[config.mk]
export PLATFORM = sky130hd
export DESIGN_NAME = dbws_seq
export DESIGN_NICKNAME = d
export VERILOG_FILES = /design/src/inc/dbws_pkg.sv /design/src/logic/dbws_seq.sv
export VERILOG_INCLUDE_DIRS = /design/src /design/src/inc
export SDC_FILE = /design/constraint.sdc
export NUM_CORES = 1
export LEC_CHECK = 0
export ABC_CLOCK_PERIOD_IN_PS = 6400
export BUFFER_PORTS_ARGS = -buffer_cell sky130_fd_sc_hd__buf_2
export CORE_MARGIN = 10
export CORE_UTILIZATION = 42
export CTS_BUF_LIST = sky130_fd_sc_hd__clkbuf_8
export DETAILED_ROUTE_END_ITERATION = 6
export GPL_ROUTABILITY_DRIVEN = 1
export GPL_TIMING_DRIVEN = 1
export PLACE_DENSITY = 0.72
export SLEW_MARGIN = 20
export SYNTH_ARGS = -nofsm -noshare
export SYNTH_HDL_FRONTEND = slang
export SYNTH_SLANG_ARGS = --single-unit
export TNS_END_PERCENT = 10
[constraint.sdc]
create_clock -name pclk -period 6.4 [get_ports pclk]
set_input_delay 0.96 -clock pclk [delete_from_list [all_inputs] [get_ports pclk]]
set_output_delay 0.96 -clock pclk [all_outputs]
set_load 0.005 [all_outputs]
[src/inc/dbws_regs.svh]
`ifndef DBWS_REGS_SVH
`define DBWS_REGS_SVH
`define DBWS_INSTR_BYTES     32'h0000_0004
`define DBWS_LINK_REG        5'h0F
`define DBWS_NWIN            5'h08
`define DBWS_CWP_MAX         3'h7
`define DBWS_RESET_PC        32'h0000_0000
`define DBWS_REG_CTRL        12'h000
`define DBWS_REG_STATUS      12'h004
`define DBWS_REG_WIM         12'h008
`define DBWS_REG_PC          12'h00C
`define DBWS_REG_NPC         12'h010
`define DBWS_CTRL_RUN_BIT    0
`define DBWS_CTRL_CLRTRAP    1
`define DBWS_WIM_RESET       32'h0000_0002
`endif

[src/inc/dbws_pkg.sv]
`default_nettype none
package dbws_pkg;
   typedef enum logic [2:0] {
      DBWS_OP_NONE,
      DBWS_OP_BRANCH,
      DBWS_OP_CALL,
      DBWS_OP_JUMP_AND_LINK,
      DBWS_OP_SAVE,
      DBWS_OP_RESTORE
   } dbws_op_type;
   typedef enum logic [1:0] {
      DBWS_BR_INT,
      DBWS_BR_FLOAT,
      DBWS_BR_COPROC
   } dbws_brclass_type;
endpackage : dbws_pkg
`default_nettype wire

[src/logic/dbws_seq.sv]
`timescale 1ns/1ps
`default_nettype none
`include "dbws_regs.svh"
module dbws_seq (
   input  wire logic                 pclk,
   input  wire logic                 presetn,
   input  wire logic                 psel,
   input  wire logic                 penable,
   input  wire logic                 pwrite,
   input  wire logic [11:0]          paddr,
   input  wire logic [31:0]          pwdata,
   output logic      [31:0]          prdata,
   output logic                      pready,
   output logic                      pslverr,
   input  wire logic                 instr_valid,
   input  wire dbws_pkg::dbws_op_type instr_op,
   input  wire logic                 br_always,
   input  wire logic                 br_never,
   input  wire logic                 br_cond_true,
   input  wire logic                 annul_flag,
   input  wire logic [21:0]          disp22,
   input  wire logic [29:0]          disp30,
   input  wire logic                 imm_flag,
   input  wire logic [12:0]          signed_immediate_field,
   input  wire logic [31:0]          first_source_val,
   input  wire logic [31:0]          second_source_val,
   input  wire logic [4:0]           dest_field,
   output logic      [31:0]          program_counter,
   output logic      [31:0]          next_program_counter,
   output logic                      fetch_annul,
   output logic                      slot_exec,
   output logic                      rf_wr_en,
   output logic      [4:0]           rf_wr_addr,
   output logic      [2:0]           rf_wr_window,
   output logic      [31:0]          rf_wr_data,
   output logic      [2:0]           current_window_pointer,
   output logic                      trap_overflow,
   output logic                      trap_underflow
);
   // -------------------------------------------------
   // Target arithmetic
   // -------------------------------------------------
   function automatic logic [31:0] sext13(input logic [12:0] v);
      sext13 = {{19{v[12]}}, v};
   endfunction : sext13
   function automatic logic [2:0] win_step(input logic [2:0] w, input logic up);
      win_step = up ? 3'(w + 3'h1) : 3'(w - 3'h1);
   endfunction : win_step
   function automatic logic [31:0] src_sum(input logic [31:0] a, input logic [31:0] b,
                                           input logic i, input logic [12:0] imm);
      src_sum = a + (i ? sext13(imm) : b);
   endfunction : src_sum

   logic        run_r;
   logic [31:0] wim_r;
   logic        annul_pend_r;
   logic        is_branch;
   logic        is_transfer;
   logic        taken;
   logic        annul_next;
   logic        win_bad;
   logic        win_op;
   logic        step;
   logic [2:0]  new_cwp;
   logic [31:0] target;
   logic [31:0] pc_nxt;
   logic [31:0] npc_nxt;
   logic [31:0] rd_mux;

   // Instruction in this cycle is live unless it is an annulled slot
   assign step        = run_r & instr_valid;
   assign slot_exec   = step & ~annul_pend_r;
   assign fetch_annul = annul_pend_r;
   assign is_branch   = (instr_op == dbws_pkg::DBWS_OP_BRANCH);
   assign is_transfer = is_branch | (instr_op == dbws_pkg::DBWS_OP_CALL)
                      | (instr_op == dbws_pkg::DBWS_OP_JUMP_AND_LINK);
   assign taken = is_branch ? ((br_always | br_cond_true) & ~br_never) : is_transfer;
   // Annul applies to branches only; always-forms annul even though taken
   assign annul_next = slot_exec & is_branch & annul_flag
                     & (br_always | br_never | ~taken);

   always_comb begin
      unique case (instr_op)
         dbws_pkg::DBWS_OP_BRANCH:
            target = program_counter + {{8{disp22[21]}}, disp22, 2'b00};
         dbws_pkg::DBWS_OP_CALL:
            target = program_counter + {disp30, 2'b00};
         dbws_pkg::DBWS_OP_JUMP_AND_LINK:
            target = src_sum(first_source_val, second_source_val,
                             imm_flag, signed_immediate_field);
         default:
            target = src_sum(first_source_val, second_source_val,
                             imm_flag, signed_immediate_field);
      endcase
   end

   assign win_op  = slot_exec & ((instr_op == dbws_pkg::DBWS_OP_SAVE)
                              | (instr_op == dbws_pkg::DBWS_OP_RESTORE));
   assign new_cwp = win_step(current_window_pointer,
                             instr_op == dbws_pkg::DBWS_OP_RESTORE);
   assign win_bad = win_op & wim_r[new_cwp];

   // Slot always comes from npc, so a preceding target is used naturally
   assign pc_nxt  = next_program_counter;
   assign npc_nxt = (slot_exec & taken & ~(is_branch & br_never))
                  ? target : next_program_counter + `DBWS_INSTR_BYTES;

   // -------------------------------------------------
   // Program counters
   // -------------------------------------------------
   always_ff @(posedge pclk or negedge presetn) begin
      if (!presetn) begin
         program_counter      <= `DBWS_RESET_PC;
         next_program_counter <= `DBWS_RESET_PC + `DBWS_INSTR_BYTES;
         annul_pend_r         <= 1'b0;
      end else if (step) begin
         program_counter      <= pc_nxt;
         next_program_counter <= npc_nxt;
         annul_pend_r         <= annul_next;
      end
   end

   // -------------------------------------------------
   // Window pointer and traps
   // -------------------------------------------------
   always_ff @(posedge pclk or negedge presetn) begin
      if (!presetn) begin
         current_window_pointer <= 3'h0;
         trap_overflow          <= 1'b0;
         trap_underflow         <= 1'b0;
      end else begin
         if (win_op & ~win_bad)
            current_window_pointer <= new_cwp;
         // Sticky until software clears; a new trap beats the clear
         if (win_bad & (instr_op == dbws_pkg::DBWS_OP_SAVE))
            trap_overflow <= 1'b1;
         else if (psel & penable & pwrite & (paddr == `DBWS_REG_CTRL)
                  & pwdata[`DBWS_CTRL_CLRTRAP])
            trap_overflow <= 1'b0;
         if (win_bad & (instr_op == dbws_pkg::DBWS_OP_RESTORE))
            trap_underflow <= 1'b1;
         else if (psel & penable & pwrite & (paddr == `DBWS_REG_CTRL)
                  & pwdata[`DBWS_CTRL_CLRTRAP])
            trap_underflow <= 1'b0;
      end
   end

   // -------------------------------------------------
   // Register file write
   // -------------------------------------------------
   always_ff @(posedge pclk or negedge presetn) begin
      if (!presetn) begin
         rf_wr_en     <= 1'b0;
         rf_wr_addr   <= 5'h00;
         rf_wr_window <= 3'h0;
         rf_wr_data   <= 32'h0000_0000;
      end else begin
         rf_wr_en     <= 1'b0;
         rf_wr_window <= current_window_pointer;
         if (slot_exec & (instr_op == dbws_pkg::DBWS_OP_CALL)) begin
            rf_wr_en   <= 1'b1;
            rf_wr_addr <= `DBWS_LINK_REG;
            rf_wr_data <= program_counter;
         end else if (slot_exec & (instr_op == dbws_pkg::DBWS_OP_JUMP_AND_LINK)) begin
            rf_wr_en   <= (dest_field != 5'h00);
            rf_wr_addr <= dest_field;
            rf_wr_data <= program_counter;
         end else if (win_op & ~win_bad) begin
            // Operands read in old window; sum lands in new window
            rf_wr_en     <= (dest_field != 5'h00);
            rf_wr_addr   <= dest_field;
            rf_wr_window <= new_cwp;
            rf_wr_data   <= src_sum(first_source_val, second_source_val,
                                    imm_flag, signed_immediate_field);
         end
      end
   end

   // -------------------------------------------------
   // APB registers
   // -------------------------------------------------
   always_ff @(posedge pclk or negedge presetn) begin
      if (!presetn) begin
         run_r <= 1'b0;
         wim_r <= `DBWS_WIM_RESET;
      end else if (psel & penable & pwrite) begin
         if (paddr == `DBWS_REG_CTRL)
            run_r <= pwdata[`DBWS_CTRL_RUN_BIT];
         if (paddr == `DBWS_REG_WIM)
            wim_r <= {24'h00_0000, pwdata[7:0]};
      end
   end

   assign pready = 1'b1;
   always_comb begin
      pslverr = 1'b0;
      rd_mux  = 32'h0000_0000;
      unique case (paddr)
         `DBWS_REG_CTRL:   rd_mux = {31'h0000_0000, run_r};
         `DBWS_REG_STATUS: rd_mux = {24'h00_0000, trap_underflow, trap_overflow,
                                     annul_pend_r, 2'b00, current_window_pointer};
         `DBWS_REG_WIM:    rd_mux = wim_r;
         `DBWS_REG_PC:     rd_mux = program_counter;
         `DBWS_REG_NPC:    rd_mux = next_program_counter;
         default:          pslverr = psel & penable;
      endcase
   end

   // Read word latched in setup so it leaves a flop with no wait state
   // Limitation: a register moving during the access phase is not seen
   always_ff @(posedge pclk or negedge presetn) begin
      if (!presetn)
         prdata <= 32'h0000_0000;
      else if (psel & ~penable)
         prdata <= rd_mux;
   end

   // -------------------------------------------------
   // Checks
   // -------------------------------------------------
   chk_seq_advance: assert property (@(posedge pclk) disable iff (!presetn)
      step |=> program_counter == $past(next_program_counter))
      else $error("pc did not take npc");
   chk_link_call: assert property (@(posedge pclk) disable iff (!presetn)
      slot_exec && instr_op == dbws_pkg::DBWS_OP_CALL |=>
         rf_wr_en && rf_wr_addr == 5'h0F && rf_wr_data == $past(program_counter))
      else $error("call link write wrong");
   chk_annul_nop: assert property (@(posedge pclk) disable iff (!presetn)
      annul_pend_r |-> !rf_wr_en ##0 1'b1 ##1 !rf_wr_en)
      else $error("annulled slot wrote state");
   chk_annul_zero: assert property (@(posedge pclk) disable iff (!presetn)
      step && is_branch && !annul_flag && !annul_pend_r |=> !annul_pend_r)
      else $error("slot annulled with flag clear");
   chk_annul_always: assert property (@(posedge pclk) disable iff (!presetn)
      slot_exec && is_branch && annul_flag && br_always |=> annul_pend_r)
      else $error("branch always did not annul");
   chk_cond_taken: assert property (@(posedge pclk) disable iff (!presetn)
      slot_exec && is_branch && annul_flag && !br_always && !br_never && br_cond_true
         |=> !annul_pend_r)
      else $error("taken conditional annulled");
   chk_win_save: assert property (@(posedge pclk) disable iff (!presetn)
      win_op && !win_bad && instr_op == dbws_pkg::DBWS_OP_SAVE
         |=> current_window_pointer == 3'($past(current_window_pointer) - 3'h1))
      else $error("save did not decrement window");
   chk_win_trap: assert property (@(posedge pclk) disable iff (!presetn)
      win_bad |=> $stable(current_window_pointer) && (trap_overflow || trap_underflow))
      else $error("invalid window not suppressed");
   chk_taken_target: assert property (@(posedge pclk) disable iff (!presetn)
      slot_exec && taken && !is_branch |=> next_program_counter == $past(target))
      else $error("npc not at target");
   chk_seq_untaken: assert property (@(posedge pclk) disable iff (!presetn)
      step && !(slot_exec && taken)
         |=> next_program_counter == $past(next_program_counter) + `DBWS_INSTR_BYTES)
      else $error("npc not sequential");
   chk_annul_untaken: assert property (@(posedge pclk) disable iff (!presetn)
      slot_exec && is_branch && annul_flag && !taken |=> annul_pend_r)
      else $error("untaken branch did not annul");
   chk_annul_other: assert property (@(posedge pclk) disable iff (!presetn)
      slot_exec && !is_branch |=> !annul_pend_r)
      else $error("non-branch annulled slot");
   chk_link_jump_and_link: assert property (@(posedge pclk) disable iff (!presetn)
      slot_exec && instr_op == dbws_pkg::DBWS_OP_JUMP_AND_LINK && dest_field != 5'h00 |=>
         rf_wr_en && rf_wr_addr == $past(dest_field)
         && rf_wr_data == $past(program_counter))
      else $error("jump link write wrong");
   chk_r0_write: assert property (@(posedge pclk) disable iff (!presetn)
      rf_wr_en |-> rf_wr_addr != 5'h00)
      else $error("write to register zero");
   chk_rf_window: assert property (@(posedge pclk) disable iff (!presetn)
      win_op && !win_bad && dest_field != 5'h00
         |=> rf_wr_en && rf_wr_window == current_window_pointer)
      else $error("sum not in new window");
   chk_win_restore: assert property (@(posedge pclk) disable iff (!presetn)
      win_op && !win_bad && instr_op == dbws_pkg::DBWS_OP_RESTORE
         |=> current_window_pointer == 3'($past(current_window_pointer) + 3'h1))
      else $error("restore did not increment window");
   chk_win_wrap: assert property (@(posedge pclk) disable iff (!presetn)
      win_op && !win_bad && instr_op == dbws_pkg::DBWS_OP_RESTORE
         && current_window_pointer == `DBWS_CWP_MAX |=> current_window_pointer == 3'h0)
      else $error("window pointer did not wrap");
   chk_trap_over: assert property (@(posedge pclk) disable iff (!presetn)
      win_bad && instr_op == dbws_pkg::DBWS_OP_SAVE |=> trap_overflow)
      else $error("save overflow not flagged");
   chk_trap_under: assert property (@(posedge pclk) disable iff (!presetn)
      win_bad && instr_op == dbws_pkg::DBWS_OP_RESTORE |=> trap_underflow)
      else $error("restore underflow not flagged");
endmodule : dbws_seq
`default_nettype wire
* Word level (Yosys, flattened, before mapping)
Index checks and enable logic that the tools add are counted.
Word-level totals: register bits 152, input port bits 192, output and inout port bits 146, word-level logic and storage cells 94
Operators by class: add/subtract/negate cells 6, order comparisons 1, equality and inequality tests 9, multiplexer cells 24, bitwise logic cells 33, reductions and logical operators 8
Operators by type and width (count):
- 2-to-1 mux 32 bit | 5
- case mux 32 bit (5 select lines) | 1
- adder 32 bit | 3
- case mux 32 bit (2 select lines) | 1
- adder 32 x 3 -> 32 bit, second input constant | 1
- equality test 12 x 4 -> 1 bit, second input constant | 2
- bitwise AND 1 bit | 21
- 2-to-1 mux 5 bit | 3
- equality test 12 x 3 -> 1 bit, second input constant | 1
- equality test 12 x 5 -> 1 bit, second input constant | 1
- logical NOT 12 bit | 1
- 2-to-1 mux 3 bit | 4
- 2-to-1 mux 1 bit | 9
- equality test 3 x 2 -> 1 bit, second input constant | 2
- equality test 3 bit, second input constant | 2
- < comparator 3 x 6 -> 1 bit, second input constant | 1
- inverter 1 bit | 6
- bitwise OR 1 bit | 6
- nonzero test 5 bit | 1
- OR reduction 5 bit | 1
- AND reduction 2 bit | 2
- nonzero test 2 bit | 2
- adder 3 x 1 -> 3 bit, second input constant | 1
- binary-select mux 1 bit (select 3 bit) | 1
- 3 further kinds | 3

* Logic depth before layout (Yosys ltp)
Gate-level depths: netlist (run 1).
word-level depth 10, depth in mapped cells 16, mapped depth without buffers 15

* Worst setup path after synthesis (run 1)
OpenSTA, ideal clock, no wires.
path kind input port to flip-flop, start point input instr_op[0], end point register next_program_counter[30], library setup time 124 ps, data arrival time 4187 ps, required time 6276 ps, setup slack 2089 ps, cell stages on the path 16, path buffers 1, cell sequence nand2b_1 > nor2_1 > clkbuf_1 > mux2_2 > ha_1 > inv_1 > fa_1 > nand2b_1 > a21oi_1 > o21ai_1 > a211o_1 > a211oi_1 > o21ai_0 > o21ai_0 > xor2_1 > a211o_1
Between the ends: cells in the longest elaborated chain, start to end 7, elaborated cells between the ends (all ways) 12, those cells by class eq/ne: 3; mux: 3; bitwise: 6
Ends and longest elaborated chain:
- start, declared | line dbws_seq.sv:16 | input wire dbws_pkg::dbws_op_type instr_op,
- equality test 3 x 1 -> 1 bit / equality test 3 x 2 -> 1 bit (equally long branches) | line dbws_seq.sv:74, dbws_seq.sv:83, dbws_seq.sv:75
- bitwise OR 1 bit | line dbws_seq.sv:75 | assign is_transfer = is_branch | (instr_op == dbws_pkg::DBWS_OP_CALL)
- bitwise OR 1 bit | line dbws_seq.sv:76 | | (instr_op == dbws_pkg::DBWS_OP_JUMP_AND_LINK);
- 2-to-1 mux 1 bit | line dbws_seq.sv:77 | assign taken = is_branch ? ((br_always | br_cond_true) & ~br_never) : is_transfer;
- bitwise AND 1 bit (2 in series) | line dbws_seq.sv:105 | assign npc_nxt = (slot_exec & taken & ~(is_branch & br_never))
- 2-to-1 mux 32 bit (no line) (*)
- end signal, assigned | line dbws_seq.sv:114 | next_program_counter <= `DBWS_RESET_PC + `DBWS_INSTR_BYTES;
- end signal, assigned | line dbws_seq.sv:118 | next_program_counter <= npc_nxt;
- end, declared | line dbws_seq.sv:29 | output logic [31:0] next_program_counter,
Mark *: on every way between the ends. The rest lies on a longest branch, timed or not. A chain may end at the register's enable or synchronous reset.

* Worst setup path in the final report (run 1)
start point input instr_op[0], end point register next_program_counter[27]
The elaborated chain is that of the path after synthesis.

==> flow_summary.ini, run 1 <==
[status]
status = finished, final reports clean

[layout]
final_nets = 1888
utilization_pct = 50.8
syn2layout_area_growth_pct = 19.9
instances_no_fill = 1984
insertedDiodeCount = 0
drive_above_1_share_pct = 26.4

[power]
p_sw_share_pct = 32.9
leakagePower_nw = 6.87
p_seq_share_pct = 42.2
vdd_ir_drop_max_uv = 133
p_comb_share_pct = 22.6
pwr_density_cell_nw_per_um2 = 168
clkPwrFrac_pct = 35.2
p_int_mw = 1.53
p_sw_uw = 752

[logic_synthesis]
ys_async_sr_fraction_pct = 100
syn_nets = 1625
synth_top_flop_cell = dfrtp_1
synthesis.instances = 1367
syn_avg_cell_area_um2 = 8.27
ys_ff_latch = 152
synth-edff-count = 0
yosysUniqueCellTypes = 74
ys_seq_area_share_pct = 33.7
yosysWarnings = 0
syn-cell-area_um2 = 11300

[clocking]
cts_num_sinks = 152
numCtsBuffers = 17
insertion_delay_ns = 0.48
postCtsSetupBuffers = 0
cts_tree = yes
cts-resized-gates = 0
cts_root_buf = clkbuf_8
holdBufCountCts = 0
path_clk_slew_ns = 0.10
clock_path_buffers = 2
cts-htree-levels = 4

[sta]
period_share_pct = 74.5
worst_slew_pin_slew_ns = 0.941
finalHoldViolations = 0
period_needed_ns = 4.77
setup_tns_ns = 0
slew_viol_final = 0
setup_viol = 0
skew_ns = 0.0162
slew_headroom_pct = 37.3
grt_setup_unrepaired = false
whs_ns = 0.484
fmax_mhz = 210

[job]
maxCapViolCount = 0

[hold_path]
min_path_type = reg -> reg
hp-start = rf_wr_addr[2]$_DFFE_PN0P_
whs_endpoint = rf_wr_addr[2]$_DFFE_PN0P_
whs_path_depth = 2

[global_routing]
grtUsageTotal_pct = 24.1
grt_pass1_wl_mm = 64.0
grt_start_max_net_pins = 95
grt_overflow = 0
antenna_found_initial = 0
first_global_vias = 11300

[placement]
place_inst = 1951
io_buffers = 312
dp_hpwl_mm = 33.2
place_congestion = 0.913

[floorplan]
start_util_pct = 42.3
fp.dieArea_um2 = 33900
die_w_um = 184
boundaryPins = 338
fp-row-count = 60
die_h_um = 184
fp.coreArea_um2 = 26700

[detailed_routing]
vias = 11300
ant_nets = 0
viasPerCell = 5.70
drc = 0
drt_first_pass_iters = 5
dr.first_iter.drc_count = 869
routed_wl_mm = 41.7
wl_per_cell_um = 21.0

[worst_setup_path]
regToRegStartpoint = current_window_pointer[0]$_DFF_PN0_
cp-start-kind = input port
critPathArrivalTime_ns = 5.11
cp.required_ns = 6.74
critPathKind = in -> reg
slowest_delay_ns = 0.42
reg2reg_slack_ns = 2.74
crit_slowest_cell = buf_4
r2r-end = rf_wr_data[31]$_DFFE_PN0P_
worstPathBufferInverterCount = 2
path_cells = buf_2 > nand2b_1 > nor2_2 > buf_4 > mux2_2 > ha_1 > and3_1 > a221o_1 > a41o_1 > a31oi_1 > o21ai_1 > a41oi_1 > o41ai_1 > xnor2_1 > o221ai_1
crit_family = compound AO/OA/AOI/OAI gates
end_kind = flip-flop
rr_worst_depth = 11
crit_fanout = 24
## metal layers
| metal | wire, um | track usage [%] | vias up |
|---|---|---|---|
| li1 | - | - | 5488 |
| met1 | 18400 | 31.7 | 5317 |
| met5 | 0 | 0 | - |
| met2 | 18800 | 37.7 | 440 |
| met4 | 992 | 7.47 | 0 |
| met3 | 3590 | 6.36 | 58 |
## power groups by stage
stage          clock, mW  sequential (mW)  combinational [mW]
2_1_floorplan          0            0.982               0.314
3_3_place_gp           0            0.983               0.508
3_5_place_dp           0            0.983               0.510
4_1_cts            0.816            0.964               0.513
5_1_grt            0.851            0.964               0.569
6_report           0.805            0.964               0.517
## metrics by stage
step | setup slack (ns) | instance area [um2] | power, mW
2_1_floorplan | 2.09 | 11300 | 1.30
3_3_place_gp | 1.26 | 13100 | 1.49
3_5_place_dp | 1.19 | 13100 | 1.49
4_1_cts | 1.68 | 13500 | 2.29
5_1_grt | 1.46 | 13600 | 2.38
6_report | 1.63 | 13600 | 2.29
## worst register-to-register path: cells and delay by family, from the launching register on
family / cells / cell delay [ns]
AO/OA/AOI/OAI: 2 / 0.33
XOR/XNOR: 2 / 0.56
adder cells (fa/ha/maj): 1 / 0.51
buffers and inverters: 2 / 0.50
flip-flops: 1 / 0.46
multiplexers: 2 / 0.82
AND/OR/NAND/NOR: 2 / 0.35
## cells in the final DEF (no fill, tap or decap), types with 14 or more instances in the layout
cell | synthesis | layout
clkbuf_8 | 0 | 18
nand3_1 | 35 | 35
nand2_1 | 227 | 227
o21ai_0 | 147 | 147
mux2_2 | 45 | 45
a21oi_1 | 91 | 90
buf_2 | 8 | 311
inv_1 | 40 | 40
a31oi_1 | 19 | 19
ha_1 | 63 | 63
a21o_1 | 41 | 41
nor2_1 | 78 | 77
xor2_1 | 22 | 22
dfrtp_1 | 150 | 150
a22oi_1 | 44 | 44
xnor2_1 | 37 | 37
buf_4 | 3 | 14
and3_1 | 19 | 19
nor3_1 | 21 | 21
## cell usage after synthesis, drive strengths merged, types with 7 or more instances
cell type / number / area, um2
o21a: 7 / 52.6
a21oi: 91 / 455
o22ai: 9 / 56.3
clkbuf: 67 / 251
a22o: 7 / 61.3
dfrtp: 150 / 3750
xnor2: 38 / 340
nor2: 80 / 310
nand2: 227 / 852
buf: 16 / 81.3
o221ai: 8 / 70.1
inv: 41 / 154
o211ai: 10 / 75.1
o21ai: 152 / 761
nand2b: 12 / 82.6
a221o: 9 / 90.1
nand4: 13 / 81.3
and2: 10 / 62.6
a22oi: 44 / 330
a211oi: 9 / 72.6
a221oi: 15 / 144
o21bai: 9 / 67.6
nor3: 22 / 115
a31oi: 19 / 119
a21o: 41 / 308
mux2: 45 / 507
nand3: 35 / 175
xor2: 22 / 193
and3: 19 / 119
ha: 63 / 788
## flip-flops by register name, indices dropped and copies added, names as in the netlist, 3 cells and up
name	flops
rf_wr_addr	5
program_counter	32
rf_wr_data	32
wim_r	8
rf_wr_window	3
next_program_counter	32
prdata	32
current_window_pointer	3
## worst max path at each step
stage	startpoint	end	slack (ns)	depth (start not counted)
after floorplan	instr_op[0]	next_program_counter[30]$_DFFE_PN0P_	2.09	16
after global placement	instr_op[0]	next_program_counter[27]$_DFFE_PN0P_	1.26	15
after detailed placement	instr_op[0]	next_program_counter[27]$_DFFE_PN0P_	1.19	15
after CTS	instr_op[0]	next_program_counter[27]$_DFFE_PN0P_	1.68	15
after global routing	instr_op[0]	next_program_counter[27]$_DFFE_PN0P_	1.46	15
final	instr_op[0]	next_program_counter[27]$_DFFE_PN0P_	1.63	15
## layout make-up
type                            count  area, um2
Tap cell                          341        427
Multi-Input combinational cell   1090       7050
Clock buffer                       18        248
Timing Repair Buffer              327       1700
Sequential cell                   152       3810
Fill cell                        2608      13200
Clock inverter                     14        174
Inverter                           42        158
## cells by family after synthesis
group / Yosys count / share of synthesized area, %
xor gates and xnor gates: 60 / 4.71
other: 1 / 0.0332
and+or+nand+nor: 452 / 18.2
buffers and inverters: 125 / 4.34
DFF: 152 / 33.7
adders and majority gates: 66 / 7.50
AOI/OAI and AO/OA: 456 / 25.6
muxes: 55 / 5.92
No activity file was read; power rests on OpenSTA's default activity.
==> run 2, diff against run 1 <==
Settings changed: ABC_CLOCK_PERIOD_IN_PS 6400 to 4600.
Clock period 6.4 ns to 4.6 ns, I/O delays scaled along.
==> run 2 against run 1 <==
- non-clock buffer count up 16
- combinational power up 44%
- design area up 0.74%
- utilization up 0.37 points
- die area unchanged
- global-route usage up 0.40 points
- register-to-register slack worse by 1.7 ns
- flip-flop and latch count unchanged
- critical endpoint is now next_program_counter[30]$_DFFE_PN0P_
- largest cell class unchanged
- largest power group unchanged
==> flow_summary.ini, run 2 (synthesized netlist as in run 1, its figures left out) <==
[clocking]
cts-resized-gates = 0
cts_tree = yes
cts_root_buf = clkbuf_8
cts_num_sinks = 152
clock_path_buffers = 2
postCtsSetupBuffers = 0
holdBufCountCts = 0
cts-htree-levels = 4
path_clk_slew_ns = 0.10
numCtsBuffers = 17
insertion_delay_ns = 0.47

[sta]
grt_setup_unrepaired = false
setup_viol = 0
skew_ns = 0.0197
finalHoldViolations = 0
fmax_mhz = 247
slew_headroom_pct = 30.9
fin_ws_ns = 0.548
period_share_pct = 88.1
slew_viol_final = 0
period_needed_ns = 4.05
worst_slew_pin_slew_ns = 1.03
setup_tns_ns = 0

[global_routing]
grt.busiest_layer = met2
met2_usage_pct = 38.3
grt_start_max_net_pins = 94
grtUsageTotal_pct = 24.5
grt_overflow = 0
use_met1_pct = 32.7
grt_use_met3_pct = 6.26
grt_pass1_wl_mm = 64.9
antenna_found_initial = 0
first_global_vias = 11500

[floorplan]
fp.dieArea_um2 = 33900
start_util_pct = 42.3
die_h_um = 184
boundaryPins = 338
fp.coreArea_um2 = 26700
fp-row-count = 60
die_w_um = 184

[detailed_routing]
ant_nets = 0
wl_per_cell_um = 21.3
dr.first_iter.drc_count = 956
drc = 0
routed_wl_mm = 42.6
vias = 11600
drt_first_pass_iters = 5
viasPerCell = 5.78

[power]
p_total_mw = 3.14
vdd_ir_drop_max_uv = 182
pwr_density_cell_nw_per_um2 = 230
leakagePower_nw = 6.93

[layout]
syn2layout_area_growth_pct = 20.8
final_common_cell = buf_2
instances_no_fill = 2000
final_nets = 1904
drive_above_1_share_pct = 26.9
fin_area_um2 = 13700
final_cell_mix = 311 x buf_2, 227 x nand2_1, 150 x dfrtp_1
insertedDiodeCount = 0
fillCellCount = 2627

[worst_setup_path]
crit_family = compound AO/OA/AOI/OAI gates
cp-start-kind = input port
crit_slowest_cell = fa_1
end_kind = flip-flop
cp.required_ns = 4.95
critPathKind = in -> reg
slowest_delay_ns = 0.42
path_cells = buf_2 > nand2b_1 > nor2_2 > buf_12 > mux2_2 > inv_1 > fa_1 > nand2b_1 > a21oi_1 > o21ai_1 > a211o_1 > a211oi_1 > o21ai_0 > o21ai_0 > xor2_1 > a211o_1
critPathArrivalTime_ns = 4.40
crit_fanout = 14
worstPathBufferInverterCount = 3

[hold_path]
min_path_type = in -> async

[placement]
dp_hpwl_mm = 34.2
preCtsSetupSlack_ns = 0.175
placed_area_um2 = 13200
place_congestion = 0.949
io_buffers = 312
place_inst = 1967

[status]
status = finished, final reports clean

[job]
maxCapViolCount = 0
==> run 2: cell types whose count changed in the layout (fill, tap and decap cells not counted), sizes merged <==
cell and delta:
buf +16, clkinv +1, clkinvlp +2, inv -3
==> run 2: worst register-to-register path: stages, from the launching register on <==
cell and delay [ns]:
dfrtp_1 0.48, ha_1 0.24, inv_1 0.07, fa_1 0.39, nand2b_1 0.19, a21oi_1 0.25
o21ai_1 0.18, a211o_1 0.37, a211oi_1 0.39, o21ai_0 0.21, o21ai_0 0.26, xor2_1 0.11
a211o_1 0.29
==> run 2: area by class of cell <==
| class | count | area [um2] | share of cell area [%] |
|---|---|---|---|
| multi-input combinational | 1090 | 7050 | 51.6 |
| sequential | 152 | 3810 | 27.9 |
| timing repair buffer | 343 | 1830 | 13.4 |
| inverter | 42 | 158 | 1.15 |
| clock buffer | 18 | 248 | 1.81 |
| tap | 341 | 427 | 3.12 |
| clock inverter | 14 | 148 | 1.08 |
==> run 2: worst paths after layout <==
path                                                startpoint                                    to  slack (ns)  cells after the start
worst max-delay path                               instr_op[0]  next_program_counter[30]$_DFFE_PN0P_        0.55                     16
worst min-delay path                                   presetn             rf_wr_data[6]$_DFFE_PN0P_        0.29                      1
worst max register to register  program_counter[2]$_DFFE_PN0P_  next_program_counter[30]$_DFFE_PN0P_        1.05                     12
worst min register to register       rf_wr_addr[4]$_DFFE_PN0P_             rf_wr_addr[4]$_DFFE_PN0P_        0.48                      2
max in group asynchronous                              presetn   next_program_counter[2]$_DFFE_PN1P_        3.26                      2
min in group pclk                                    pwdata[6]                  wim_r[6]$_DFFE_PN0P_        0.45                      2
==> run 2: report_power, final <==
part	internal, mW	switching (mW)
clock	0.500	0.553
combinational	0.287	0.456
sequential	1.34	0.00319
==> run 2: metal layers <==
metal	part of all wire (%)	vias up	routed length, um
met2	45	500	19100
met5	0	-	0
met1	44	5494	18700
met4	2.1	0	896
li1	-	5513	-
met3	9.2	56	3930
==> run 2: per-stage QoR <==
stage / hold WS (ns) / util, %
6_report: 0.295 / 51.1
3_3_place_gp: 0.458 / 49.6
4_1_cts: 0.330 / 51.0
3_5_place_dp: 0.467 / 49.6
2_1_floorplan: 0.394 / -
5_1_grt: 0.363 / 51.1
